===== src/shared/icp_pkg.sv =====
// shared constants, encodings and carriers of the instruction cycle pipeline
package icp_pkg;
  // ****************************************
  // widths and vectors
  // ****************************************
  localparam int PC_W = 13;
  localparam int IW = 16;
  localparam int DW = 8;
  localparam logic [PC_W-1:0] RESET_VEC = 13'h0000;
  localparam int STACK_LVLS = 8;
  localparam int PAGE_LSB = 8;

  // ****************************************
  // oscillator sources and their step divisors
  // ****************************************
  localparam logic [1:0] SRC_HS_XTAL = 2'h0;
  localparam logic [1:0] SRC_LS_XTAL = 2'h1;
  localparam logic [1:0] SRC_HS_IRC = 2'h2;
  localparam logic [1:0] SRC_LS_IRC = 2'h3;
  localparam logic [5:0] DIV_HS_XTAL = 6'h01;
  localparam logic [5:0] DIV_LS_XTAL = 6'h20;
  localparam logic [5:0] DIV_HS_IRC = 6'h02;
  localparam logic [5:0] DIV_LS_IRC = 6'h28;

  // ****************************************
  // instruction word layout
  // ****************************************
  localparam int OP_MSB = 15;
  localparam int OP_LSB = 13;
  localparam int FN_MSB = 11;
  localparam int FN_LSB = 8;
  localparam int DIR_BIT = 8;
  localparam logic [2:0] OP_MISC = 3'h0;
  localparam logic [2:0] OP_ALU_LIT = 3'h1;
  localparam logic [2:0] OP_ALU_MEM = 3'h2;
  localparam logic [2:0] OP_MOV = 3'h3;
  localparam logic [2:0] OP_SKIP = 3'h4;
  localparam logic [2:0] OP_EXT = 3'h5;
  localparam logic [2:0] OP_JMP = 3'h6;
  localparam logic [2:0] OP_CALL = 3'h7;
  localparam logic [3:0] MISC_NOP = 4'h0;
  localparam logic [3:0] MISC_RET = 4'h1;

  // alu functions
  localparam logic [3:0] FN_ADD = 4'h0;
  localparam logic [3:0] FN_SUB = 4'h1;
  localparam logic [3:0] FN_AND = 4'h2;
  localparam logic [3:0] FN_OR = 4'h3;
  localparam logic [3:0] FN_XOR = 4'h4;
  localparam logic [3:0] FN_LOAD = 4'h5;
  localparam logic [3:0] FN_INC = 4'h6;
  localparam logic [3:0] FN_DEC = 4'h7;
  localparam logic [3:0] FN_RR = 4'h8;
  localparam logic [3:0] FN_RL = 4'h9;

  // ****************************************
  // special registers in data memory
  // ****************************************
  localparam logic [7:0] SFR_IND = 8'h00;
  localparam logic [7:0] SFR_MP = 8'h01;
  localparam logic [7:0] SFR_ACC = 8'h02;
  localparam logic [7:0] SFR_PC_LOW = 8'h03;
  localparam logic [7:0] SFR_STATUS = 8'h04;
  localparam int ST_Z = 0;
  localparam int ST_C = 1;

  // ****************************************
  // types
  // ****************************************
  typedef enum logic [1:0] {PH_T1, PH_T2, PH_T3, PH_T4} icp_phase_t;

  typedef struct packed {
    logic rd;
    logic [PC_W-1:0] addr;
  } icp_pm_req_t;

  typedef struct packed {
    logic alu_lit;
    logic alu_mem;
    logic ext;
    logic acc_only;
    logic mov_wr;
    logic mov_rd;
    logic skip;
    logic skip_nz;
    logic jmp;
    logic call;
    logic ret;
    logic [3:0] fn;
    logic [7:0] arg;
    logic [PC_W-1:0] target;
  } icp_dec_t;
endpackage


===== src/verilog/icp_phase_gen.sv =====
// oscillator source select and four-phase splitter
`timescale 1ns/10ps
module icp_phase_gen import icp_pkg::*; (
  input wire logic core_clk, // system clock
  input wire logic sys_rst, // synchronous reset, high
  input wire logic [1:0] clk_src_sel, // source select pin
  output icp_phase_t phase_q, // current phase
  output logic step_q // last core cycle of phase
);
  logic [1:0] sel_meta_q;
  logic [1:0] sel_q;
  logic [5:0] cnt_q;
  logic [5:0] div;

  // ****************************************
  // source select
  // ****************************************
  always_ff @(posedge core_clk) begin
    if (sys_rst) begin
      sel_meta_q <= SRC_HS_XTAL;
      sel_q <= SRC_HS_XTAL;
    end else begin
      sel_meta_q <= clk_src_sel;
      sel_q <= sel_meta_q;
    end
  end

  // each source is a step rate derived from core_clk
  always_comb begin
    unique case (sel_q)
      SRC_HS_XTAL: div = DIV_HS_XTAL;
      SRC_LS_XTAL: div = DIV_LS_XTAL;
      SRC_HS_IRC: div = DIV_HS_IRC;
      SRC_LS_IRC: div = DIV_LS_IRC;
    endcase
  end

  // ****************************************
  // divider and phase ring
  // ****************************************
  // >= so a switch to a faster source never overruns the counter
  always_ff @(posedge core_clk) begin
    if (sys_rst) begin
      cnt_q <= 6'h00;
      step_q <= 1'b0;
    end else if (cnt_q >= div - 6'h01) begin
      cnt_q <= 6'h00;
      step_q <= 1'b1;
    end else begin
      cnt_q <= cnt_q + 6'h01;
      step_q <= 1'b0;
    end
  end

  always_ff @(posedge core_clk) begin
    if (sys_rst) begin
      phase_q <= PH_T1;
    end else if (step_q) begin
      unique case (phase_q)
        PH_T1: phase_q <= PH_T2;
        PH_T2: phase_q <= PH_T3;
        PH_T3: phase_q <= PH_T4;
        PH_T4: phase_q <= PH_T1;
      endcase
    end
  end
endmodule


===== src/verilog/icp_core.sv =====
// instruction fetch and execute sequencing core
`timescale 1ns/10ps
module icp_core import icp_pkg::*; #(
  parameter int DMEM_DEPTH = 256
) (
  input wire logic core_clk, // 20 MHz system clock
  input wire logic sys_rst, // synchronous reset, high
  input wire logic [1:0] clk_src_sel, // oscillator source pin
  output icp_pm_req_t pm_req, // program memory request
  input wire logic [IW-1:0] pm_data, // word, valid at end of cycle
  output icp_phase_t phase, // current phase
  output logic instr_retire, // pulse per completed instruction
  output logic dummy_cycle, // cycle executes nothing
  output logic [DW-1:0] acc_out // accumulator
);
  icp_phase_t phase_q;
  logic step_q;
  icp_pm_req_t pm_req_q;
  logic [PC_W-1:0] pc_q;
  logic [IW-1:0] exec_ir_q;
  logic [PC_W-1:0] exec_pc_q;
  logic exec_valid_q;
  logic fetch_pend_q;
  logic held_q;
  logic [IW-1:0] fetch_q;
  logic ext_wait_q;
  logic dummy_q;
  logic retire_q;
  logic [DW-1:0] acc_q;
  logic [DW-1:0] mp_q;
  logic [1:0] status_q;
  logic [DW-1:0] opnd_q;
  logic [DW-1:0] dmem [DMEM_DEPTH];
  logic [PC_W-1:0] stack_q [STACK_LVLS];
  logic [2:0] sp_q;

  icp_phase_gen u_phase (
    .core_clk(core_clk),
    .sys_rst(sys_rst),
    .clk_src_sel(clk_src_sel),
    .phase_q(phase_q),
    .step_q(step_q)
  );

  // ****************************************
  // decode and alu
  // ****************************************
  function automatic icp_dec_t decode(input logic [IW-1:0] ir);
    icp_dec_t d;
    logic [2:0] op;
    d = '0;
    op = ir[OP_MSB:OP_LSB];
    d.fn = ir[FN_MSB:FN_LSB];
    d.arg = ir[7:0];
    d.target = ir[PC_W-1:0];
    d.alu_lit = (op == OP_ALU_LIT);
    d.alu_mem = (op == OP_ALU_MEM) || (op == OP_EXT);
    d.ext = (op == OP_EXT);
    d.ret = (op == OP_MISC) && (d.fn == MISC_RET);
    d.acc_only = (op == OP_MISC) && (d.fn != MISC_NOP) && !d.ret;
    d.mov_wr = (op == OP_MOV) && !ir[DIR_BIT];
    d.mov_rd = (op == OP_MOV) && ir[DIR_BIT];
    d.skip = (op == OP_SKIP);
    d.skip_nz = ir[DIR_BIT];
    d.jmp = (op == OP_JMP);
    d.call = (op == OP_CALL);
    return d;
  endfunction

  // one 8-bit unit for the alu, memory and accumulator-only ops; moves bypass it; returns {carry, result}
  function automatic logic [DW:0] alu(input logic [3:0] fn, input logic [DW-1:0] a,
                                      input logic [DW-1:0] b, input logic cin);
    logic [DW:0] r;
    r = {cin, a};
    unique case (fn)
      FN_ADD: r = {1'b0, a} + {1'b0, b};
      FN_SUB: r = {1'b0, a} - {1'b0, b};
      FN_AND: r = {cin, a & b};
      FN_OR: r = {cin, a | b};
      FN_XOR: r = {cin, a ^ b};
      FN_LOAD: r = {cin, b};
      FN_INC: r = {cin, a + 8'h01};
      FN_DEC: r = {cin, a - 8'h01};
      FN_RR: r = {a[0], a[0], a[DW-1:1]};
      FN_RL: r = {a[DW-1], a[DW-2:0], a[DW-1]};
      default: r = {cin, a};
    endcase
    return r;
  endfunction

  icp_dec_t dec;
  logic [7:0] ea;
  logic [DW-1:0] mem_rd;
  logic bnd;
  logic stall;
  logic commit;
  logic skip_taken;
  logic pcl_wr;
  logic redirect;
  logic [PC_W-1:0] target;
  logic [IW-1:0] word_in;
  logic avail;
  logic [DW:0] alu_res;

  assign dec = decode(exec_ir_q);
  // address 0 reaches memory through the pointer
  assign ea = (dec.arg == SFR_IND) ? mp_q : dec.arg;
  assign bnd = step_q && (phase_q == PH_T4);
  assign stall = exec_valid_q && dec.ext && !ext_wait_q;
  assign commit = bnd && exec_valid_q && !stall;
  assign skip_taken = dec.skip && ((opnd_q == 8'h00) ^ dec.skip_nz);
  assign pcl_wr = dec.mov_wr && (ea == SFR_PC_LOW);
  assign redirect = exec_valid_q && (dec.jmp || dec.call || dec.ret || skip_taken || pcl_wr);
  assign word_in = fetch_pend_q ? pm_data : fetch_q;
  assign avail = fetch_pend_q || held_q;

  always_comb begin
    if (dec.ret) begin
      target = stack_q[sp_q - 3'h1];
    end else if (pcl_wr) begin
      target = {exec_pc_q[PC_W-1:PAGE_LSB], acc_q};
    end else if (skip_taken) begin
      target = pc_q;
    end else begin
      target = dec.target;
    end
  end

  always_comb begin
    unique case (ea)
      SFR_IND: mem_rd = 8'h00;
      SFR_MP: mem_rd = mp_q;
      SFR_ACC: mem_rd = acc_q;
      SFR_PC_LOW: mem_rd = exec_pc_q[DW-1:0];
      SFR_STATUS: mem_rd = {6'h00, status_q};
      default: mem_rd = dmem[ea];
    endcase
  end

  always_comb begin
    if (dec.alu_lit) begin
      alu_res = alu(dec.fn, acc_q, dec.arg, status_q[ST_C]);
    end else begin
      alu_res = alu(dec.fn, acc_q, opnd_q, status_q[ST_C]);
    end
  end

  // ****************************************
  // fetch sequencing
  // ****************************************
  // the boundary edge ends T4 and opens T1 of the next cycle
  always_ff @(posedge core_clk) begin
    if (sys_rst) begin
      pc_q <= RESET_VEC;
      pm_req_q <= '0;
      fetch_pend_q <= 1'b0;
      held_q <= 1'b0;
      fetch_q <= 16'h0000;
      exec_ir_q <= 16'h0000;
      exec_pc_q <= RESET_VEC;
      exec_valid_q <= 1'b0;
      ext_wait_q <= 1'b0;
      dummy_q <= 1'b1;
    end else if (bnd && stall) begin
      // second cycle of an extended op: park the prefetched word
      ext_wait_q <= 1'b1;
      fetch_q <= word_in;
      held_q <= avail;
      fetch_pend_q <= 1'b0;
      pm_req_q.rd <= 1'b0;
    end else if (bnd) begin
      ext_wait_q <= 1'b0;
      held_q <= 1'b0;
      fetch_pend_q <= 1'b1;
      pm_req_q.rd <= 1'b1;
      if (redirect) begin
        // prefetched word is dropped; next cycle only fetches
        exec_valid_q <= 1'b0;
        dummy_q <= 1'b1;
        pm_req_q.addr <= target;
        pc_q <= target + 13'h0001;
      end else begin
        exec_ir_q <= word_in;
        exec_pc_q <= pm_req_q.addr;
        exec_valid_q <= avail;
        dummy_q <= !avail;
        pm_req_q.addr <= pc_q;
        pc_q <= pc_q + 13'h0001;
      end
    end else begin
      pm_req_q.rd <= 1'b0;
    end
  end

  // ****************************************
  // execute: operand read, then commit
  // ****************************************
  always_ff @(posedge core_clk) begin
    if (sys_rst) begin
      opnd_q <= 8'h00;
    end else if (step_q && (phase_q == PH_T2)) begin
      opnd_q <= mem_rd;
    end
  end

  always_ff @(posedge core_clk) begin
    if (sys_rst) begin
      acc_q <= 8'h00;
      status_q <= 2'h0;
      mp_q <= 8'h00;
    end else if (commit) begin
      if (dec.alu_lit || dec.alu_mem || dec.acc_only) begin
        acc_q <= alu_res[DW-1:0];
        status_q[ST_C] <= alu_res[DW];
        status_q[ST_Z] <= (alu_res[DW-1:0] == 8'h00);
      end else if (dec.mov_rd) begin
        acc_q <= opnd_q;
      end else if (dec.mov_wr && (ea == SFR_MP)) begin
        mp_q <= acc_q;
      end else if (dec.mov_wr && (ea == SFR_STATUS)) begin
        status_q <= acc_q[1:0];
      end
    end
  end

  // general data memory, no reset: contents are undefined at power up
  always_ff @(posedge core_clk) begin
    if (commit && dec.mov_wr && (ea > SFR_STATUS)) begin
      dmem[ea] <= acc_q;
    end
  end

  // eight-level return stack; an overflow wraps onto the oldest entry
  always_ff @(posedge core_clk) begin
    if (sys_rst) begin
      sp_q <= 3'h0;
    end else if (commit && dec.call) begin
      stack_q[sp_q] <= exec_pc_q + 13'h0001;
      sp_q <= sp_q + 3'h1;
    end else if (commit && dec.ret) begin
      sp_q <= sp_q - 3'h1;
    end
  end

  always_ff @(posedge core_clk) begin
    if (sys_rst) begin
      retire_q <= 1'b0;
    end else begin
      retire_q <= commit;
    end
  end

  assign pm_req = pm_req_q;
  assign phase = phase_q;
  assign instr_retire = retire_q;
  assign dummy_cycle = dummy_q;
  assign acc_out = acc_q;
endmodule


===== config.mk =====
export PLATFORM = sky130hd
export DESIGN_NAME = icp_core
export DESIGN_NICKNAME = d
export VERILOG_FILES = /design/src/shared/icp_pkg.sv /design/src/verilog/icp_phase_gen.sv /design/src/verilog/icp_core.sv
export SDC_FILE = /design/constraint.sdc
export NUM_CORES = 2
export LEC_CHECK = 0
export ABC_AREA = 1
export BUFFER_PORTS_ARGS = -buffer_cell sky130_fd_sc_hd__buf_4
export CORE_AREA = 4 4 471 473
export DETAILED_ROUTE_END_ITERATION = 12
export DIE_AREA = 0 0 475 477
export GPL_TIMING_DRIVEN = 0
export PLACE_DENSITY = 0.67
export REMOVE_ABC_BUFFERS = 1
export SYNTH_ARGS = -nofsm -noshare
export SYNTH_HDL_FRONTEND = slang
export SYNTH_SLANG_ARGS = --single-unit

===== constraint.sdc =====
create_clock -name core_clk -period 8.6 [get_ports core_clk]
set_clock_uncertainty 0.2 [all_clocks]
set_input_delay 1.72 -clock core_clk [delete_from_list [all_inputs] [get_ports core_clk]]
set_output_delay 1.72 -clock core_clk [all_outputs]
set_load 0.1 [all_outputs]

# After elaboration in Yosys (flattened, before gate mapping)
# Memory sizes are Yosys's and may differ from the RTL's.
# Index checks and enable logic that the tools add are counted.
[word_totals]
memories = 2
regBits = 120
elab_cells = 174
ramBits = 2152
[classes]
muxes = 33
n_eq_ne = 35
bitwise_logic = 11
addsub = 13
order_cmp = 2
reduce_logical = 55
[mem_list]
columns = ["memory", "depth", "word_bits", "rd", "rd_ports_with_merged_regs", "wr", "line", "source"]
rows = [
  ["dmem", 256, 8, 1, 0, 1, "icp_core.sv:33", "logic [DW-1:0] dmem [DMEM_DEPTH];"],
  ["stack_q", 8, 13, 1, 0, 1, "icp_core.sv:34", "logic [PC_W-1:0] stack_q [STACK_LVLS];"],
]
[ops]
columns = ["operator", "n"]
rows = [
  ["9-bit case mux with 10 select lines", 2],
  ["13-bit two-way mux", 5],
  ["8-bit case mux with 5 select lines", 1],
  ["13-bit by 1-bit adder with 13-bit output (second input constant)", 3],
  ["8-bit zero test", 4],
  ["8-bit two-way mux", 3],
  ["6-bit case mux with 4 select lines", 1],
  ["1-bit logical AND", 21],
  ["8-bit by 8-bit adder with 9-bit output", 2],
  ["8-bit by 8-bit subtractor with 9-bit output", 2],
  ["8-bit AND", 2],
  ["4-bit by 3-bit equality test with 1-bit output (second input constant)", 4],
  ["8-bit by 2-bit equality test with 1-bit output (second input constant)", 2],
  ["16-bit two-way mux", 1],
  ["8-bit OR", 2],
  ["8-bit bitwise XOR", 2],
  ["2-bit != test (second input constant)", 7],
  ["3-bit equality test (second input constant)", 4],
  ["1-bit two-way mux", 12],
  ["11-bit AND reduction", 1],
  ["9-bit two-way mux", 1],
  ["8-bit by 1-bit adder with 8-bit output (second input constant)", 1],
  ["2-bit equality test (second input constant)", 4],
  ["4-bit by 2-bit equality test with 1-bit output (second input constant)", 2],
  ["other kinds (32)", 60],
]

# Logic depth before layout (Yosys ltp)
[logic_depth]
word_depth = 9
depth_mapped = 25

# Cells and area by module
# From an unflattened synthesis, not the netlist that was laid out.
[unflattened]
hier_cells = 9223
area_unflattened_um2 = 96067.1
[by_module_without_submodules]
columns = ["module", "area_each_um2", "instances", "seq_area_each_um2", "cells_per_inst"]
rows = [
  ["icp_core", 95394.0, 1, 66764.0, 9137],
  ["icp_phase_gen", 673.1, 1, 260.2, 86],
]

# Least setup slack after synthesis
# Ideal clock, no wire load.
[synth_timing]
path_kind = "register to register"
from = "reg acc_q[0], in the netlist acc_out[0]"
to = "reg status_q[1]"
arrival_ns = 6.433
path_slack_ns = 1.842
setup_time_ns = 0.125
n_path_buf = 1
stages_incl_launch_ff = 21
synth_period_minus_slack_ns = 6.758
cell_sequence = "dfxtp_1 clkbuf_1 inv_1 ha_1 fa_1 inv_1 nand2_1 nand2_1 nand2_1 nand2_1 nand2_1 nand2_1 a21oi_1 nor2_1 nor2_1 o21bai_1 nor2_1 nor2_1 nor2_1 o21ai_0 a31oi_1"
[synth_via]
elab_chain_cells = 4
word_cells_on_any_way = 8
classes_between = "add/sub: 4; mux: 4"
[synth_rtl]
columns = ["item", "line", "source"]
rows = [
  ["from (decl)", "icp_core.sv:29", "logic [DW-1:0] acc_q;"],
  ["from (signal assigned)", "icp_core.sv:213", "acc_q <= alu_res[DW-1:0];"],
  ["from (signal assigned)", "icp_core.sv:217", "acc_q <= opnd_q;"],
  ["8-bit by 8-bit subtractor with 9-bit output or 8-bit by 8-bit adder with 9-bit output (tied branches)", "icp_core.sv:77, icp_core.sv:76", ""],
  ["9-bit case mux with 10 select lines", "icp_core.sv:75", "unique case (fn)"],
  ["9-bit two-way mux (*)", "icp_core.sv:141", "if (dec.alu_lit) begin"],
  ["2-bit two-way mux (*)", "icp_core.sv:212", "if (dec.alu_lit || dec.alu_mem || dec.acc_only) begin"],
  ["to (signal, indexed assignment)", "icp_core.sv:214", "status_q[ST_C] <= alu_res[DW];"],
  ["to (signal, indexed assignment)", "icp_core.sv:215", "status_q[ST_Z] <= (alu_res[DW-1:0] == 8'h00);"],
  ["to (signal assigned)", "icp_core.sv:221", "status_q <= acc_q[1:0];"],
  ["to (decl)", "icp_core.sv:31", "logic [1:0] status_q;"],
]
# Mark *: on every way between the ends. The rest lies on a longest branch, timed or not.
# A chain may end at the register's enable or synchronous reset.

# Final worst setup path
[layout_timing]
from = "reg exec_ir_q[0]"
to = "mem dmem[56][5] (enable)"
[layout_via]
elab_chain_cells = 6
[layout_rtl]
columns = ["item", "line", "source"]
rows = [
  ["from (decl)", "icp_core.sv:20", "logic [IW-1:0] exec_ir_q;"],
  ["from (signal assigned)", "icp_core.sv:183", "exec_ir_q <= word_in;"],
  ["8-bit zero test", "icp_core.sv:107", "assign ea = (dec.arg == SFR_IND) ? mp_q : dec.arg;"],
  ["8-bit two-way mux (*)", "icp_core.sv:107", ""],
  ["8-bit by 3-bit greater-than comparator with 1-bit output", "icp_core.sv:228", "if (commit && dec.mov_wr && (ea > SFR_STATUS)) begin"],
  ["1-bit logical AND", "icp_core.sv:228", ""],
  ["1-bit two-way mux", "icp_core.sv:228", ""],
  ["1-bit two-way mux (implied by the code)", "icp_core.sv:229", "dmem[ea] <= acc_q;"],
  ["to (decl)", "icp_core.sv:33", ""],
]
# Marked as above.

==> qor.yml <==
sta:
  finalSetupTns_ns: 0
  setup_viol: 0
  period_share_pct: 83.4
  slew_viol_final: 0
  layout_min_cycle_time_ns: 7.17
  rsz0062_at_grt: "no"
  finalHoldViolCount: 0
  clock.fmax_ghz: 0.139
  tightest_slew_ns: 1.33
  slew_headroom_pct: 10.8
placed_design:
  dp_hpwl_mm: 161
  gp_congestion: 0.889
  portBuffers: 45
  placed_area_mm2: 0.102
  post-place-cells: 12300
critical_path:
  cp-start-kind: "register"
  cp_max_fo: 75
  required_ns: 8.88
  slowest_stage: "nor2_1"
  critPathCaptureType: "register"
  critical_path.most_common_cell: "buf_12"
  crit_chain: "inv_1 > ha_1 > nand2_2 > nor2_4 > nand2_4 > buf_12 > nand2_4 > buf_16 > buf_16 > nor2_4 > buf_12 > buf_12 > buf_12 > nand2_2 > nor2_1"
  crit_arrival_ns: 7.45
  path_class: "register to register"
  critPathMaxStageDelay_ns: 0.99
route:
  wirelength_mm: 270
  drcViolationCount: 0
  drtAntennaViolNets: 0
  drt_pass1_iterations: 6
  vias_per_cell: 5.41
  wl_per_cell_um: 21.3
  drt_iter0_drc: 7484
  vias: 68600
cells_and_area:
  fin_cells: 12700
  finalNetCount: 9724
  post-route-util_pct: 50.6
  layout_common_cells: "nand2_1, edfxtp_1, nor2_1"
  fin_area_mm2: 0.110
  drive_gt1_share_pct: 6.12
  areaGrowthSynthToFinish_pct: 12.4
  layout_commonest_cell: "nand2_1"
synth:
  synth_cells: 9697
  synth_area_mm2: 0.0976
  yosys-top-cells-area: "edfxtp_1, nand2_1, nor2_1, dfxtp_1, nand3_1"
  synth_edf_count: 2152
  synthMuxAreaShare_pct: 0
  synth_cell_type_count: 55
  synth_area_leader_cell: "edfxtp_1"
  syn_avg_cell_area_um2: 10.1
  synth_compound_area_share_pct: 2.48
  yosysTopAreaCellShare_pct: 66.2
  synth_fa_ha_area_share_pct: 0.900
  synthSimpleGateAreaFrac_pct: 24.7
  ys.flop_type: "edfxtp_1"
  yosysWarnings: 0
  synth_xor_area_share_pct: 0.296
  synth_top_family_by_area: "simple AND/OR/NAND/NOR gates"
  async_flop_share_pct: 0
  ys_ff_latch: 2272
  yosysSeqAreaShare_pct: 68.7
pwr:
  pwr_density_cell_mw_per_mm2: 210
  peakVddDrop_uv: 187
  p_leak_nw: 41.5
  total_power_mw: 23.0
floorplan:
  die_area_mm2: 0.227
  rows: 171
  pin_count: 46
  core_mm2: 0.217
  die_w_um: 475
  die_height_um: 477
  start_util_pct: 45.0
outcome:
  outcome: "completed"
clock_tree:
  cts_tree: "yes"
  cts.path.max_buffers: 3
  cts_buffers: 223
  ctsHoldBuffers: 0
  clk_pin_slew_ns: 0.06
  cts_setup_buffers: 0
  htree_levels: 4
  ctsResizeCount: 0
  cts_sinks: 2272
  cts_root_buf: "clkbuf_16"
  clk_latency_ns: 0.86
grt:
  grtUsageTotal_pct: 23.4
  grt_max_degree: 134
  overflow: 0
  antenna_found_initial: 4
  grt_first_pass_wirelength_mm: 406
  grt_pass1_vias: 65800
run:
  drv_cap: 0
hold_path:
  min_path_type: "register to register"
## state kept, by name (all words and copies together) (netlist names), 3 cells and up
signal         count
stack_q          104
opnd_q             8
sp_q               3
exec_ir_q         16
pc_q              13
u_phase.cnt_q      6
dmem            2048
fetch_q           16
pm_req            14
exec_pc_q         13
mp_q               8
acc_out            8
## where the power goes
group	switching [mW]	leakage (nW)	total, mW	internal [mW]
Combinational	0.933	18.9	1.34	0.410
Sequential	0.0123	19.0	11.9	11.9
Clock	4.20	3.56	9.73	5.53
## metrics by stage
step | setup WS [ns] | hold WS (ns)
final | 1.43 | 0.215
after CTS | 1.54 | 0.221
after floorplan | -31.07 | 0.188
after global placement | -110.80 | 0.200
after detailed placement | 1.55 | 0.215
after global routing | 1.28 | 0.237
## final timing paths
check,startpoint,end,slack [ns],depth (start not counted)
worst min-delay path,u_phase.sel_meta_q[1]$_SDFF_PP0_,u_phase.sel_q[1]$_SDFF_PP0_,0.21,2
worst max-delay path,exec_ir_q[0]$_SDFFE_PP0P_,dmem[56][5]$_DFFE_PP_,1.43,15
worst max register to register,exec_ir_q[0]$_SDFFE_PP0P_,dmem[56][5]$_DFFE_PP_,1.43,15
worst min register to register,u_phase.sel_meta_q[1]$_SDFF_PP0_,u_phase.sel_q[1]$_SDFF_PP0_,0.21,2
## worst max-delay path: cells and delay by family, from the launching register on
| family | cells | cell delay (ns) |
|---|---|---|
| AND/OR/NAND/NOR | 7 | 3.70 |
| buffers and inverters | 7 | 1.88 |
| flip-flops | 1 | 0.45 |
| adder cells (fa/ha/maj) | 1 | 0.27 |
## layer usage
metal | global-route usage [%] | vias up | part of all wire (%)
met5 | 0 | - | 0.012
met4 | 11.2 | 4 | 5.0
met3 | 4.55 | 651 | 9.8
met2 | 36.6 | 3245 | 45
met1 | 31.6 | 32800 | 40
li1 | - | 31800 | -
## kinds of logic after synthesis
family	Yosys count
simple gates	6218
xor+xnor	33
fa+ha+maj	69
other cells	1
compound gates	429
flops	2272
buf+inv	675
## area by class of cell
type,count,area [um^2]
fill,18900,107000
sequential,2272,67100
multi-input combinational,6789,28000
clock buffer,257,5730
tap,2854,3570
timing repair buffer,166,3050
clock inverter,160,1560
inverter,183,694
antenna,3,7.51
## cell usage after synthesis (8+ instances only)
cell         n
a21oi_1    104
buf_1       32
dfxtp_1    120
o21ai_1      8
buf_4        9
a31oi_1     15
nand4_1     30
inv_2       17
o21ai_0    208
nand2_2     20
o21bai_1     8
nand2_1   5060
nor3_1      23
a211oi_1     9
ha_1        67
o221ai_1     8
o22ai_1     18
inv_1      160
xor2_1      27
nand3_1    364
buf_2      222
nor2_1     691
edfxtp_1  2152
nor2_2      11
clkbuf_1   225
o211ai_1    11
(Power assumes the default switching activity.)
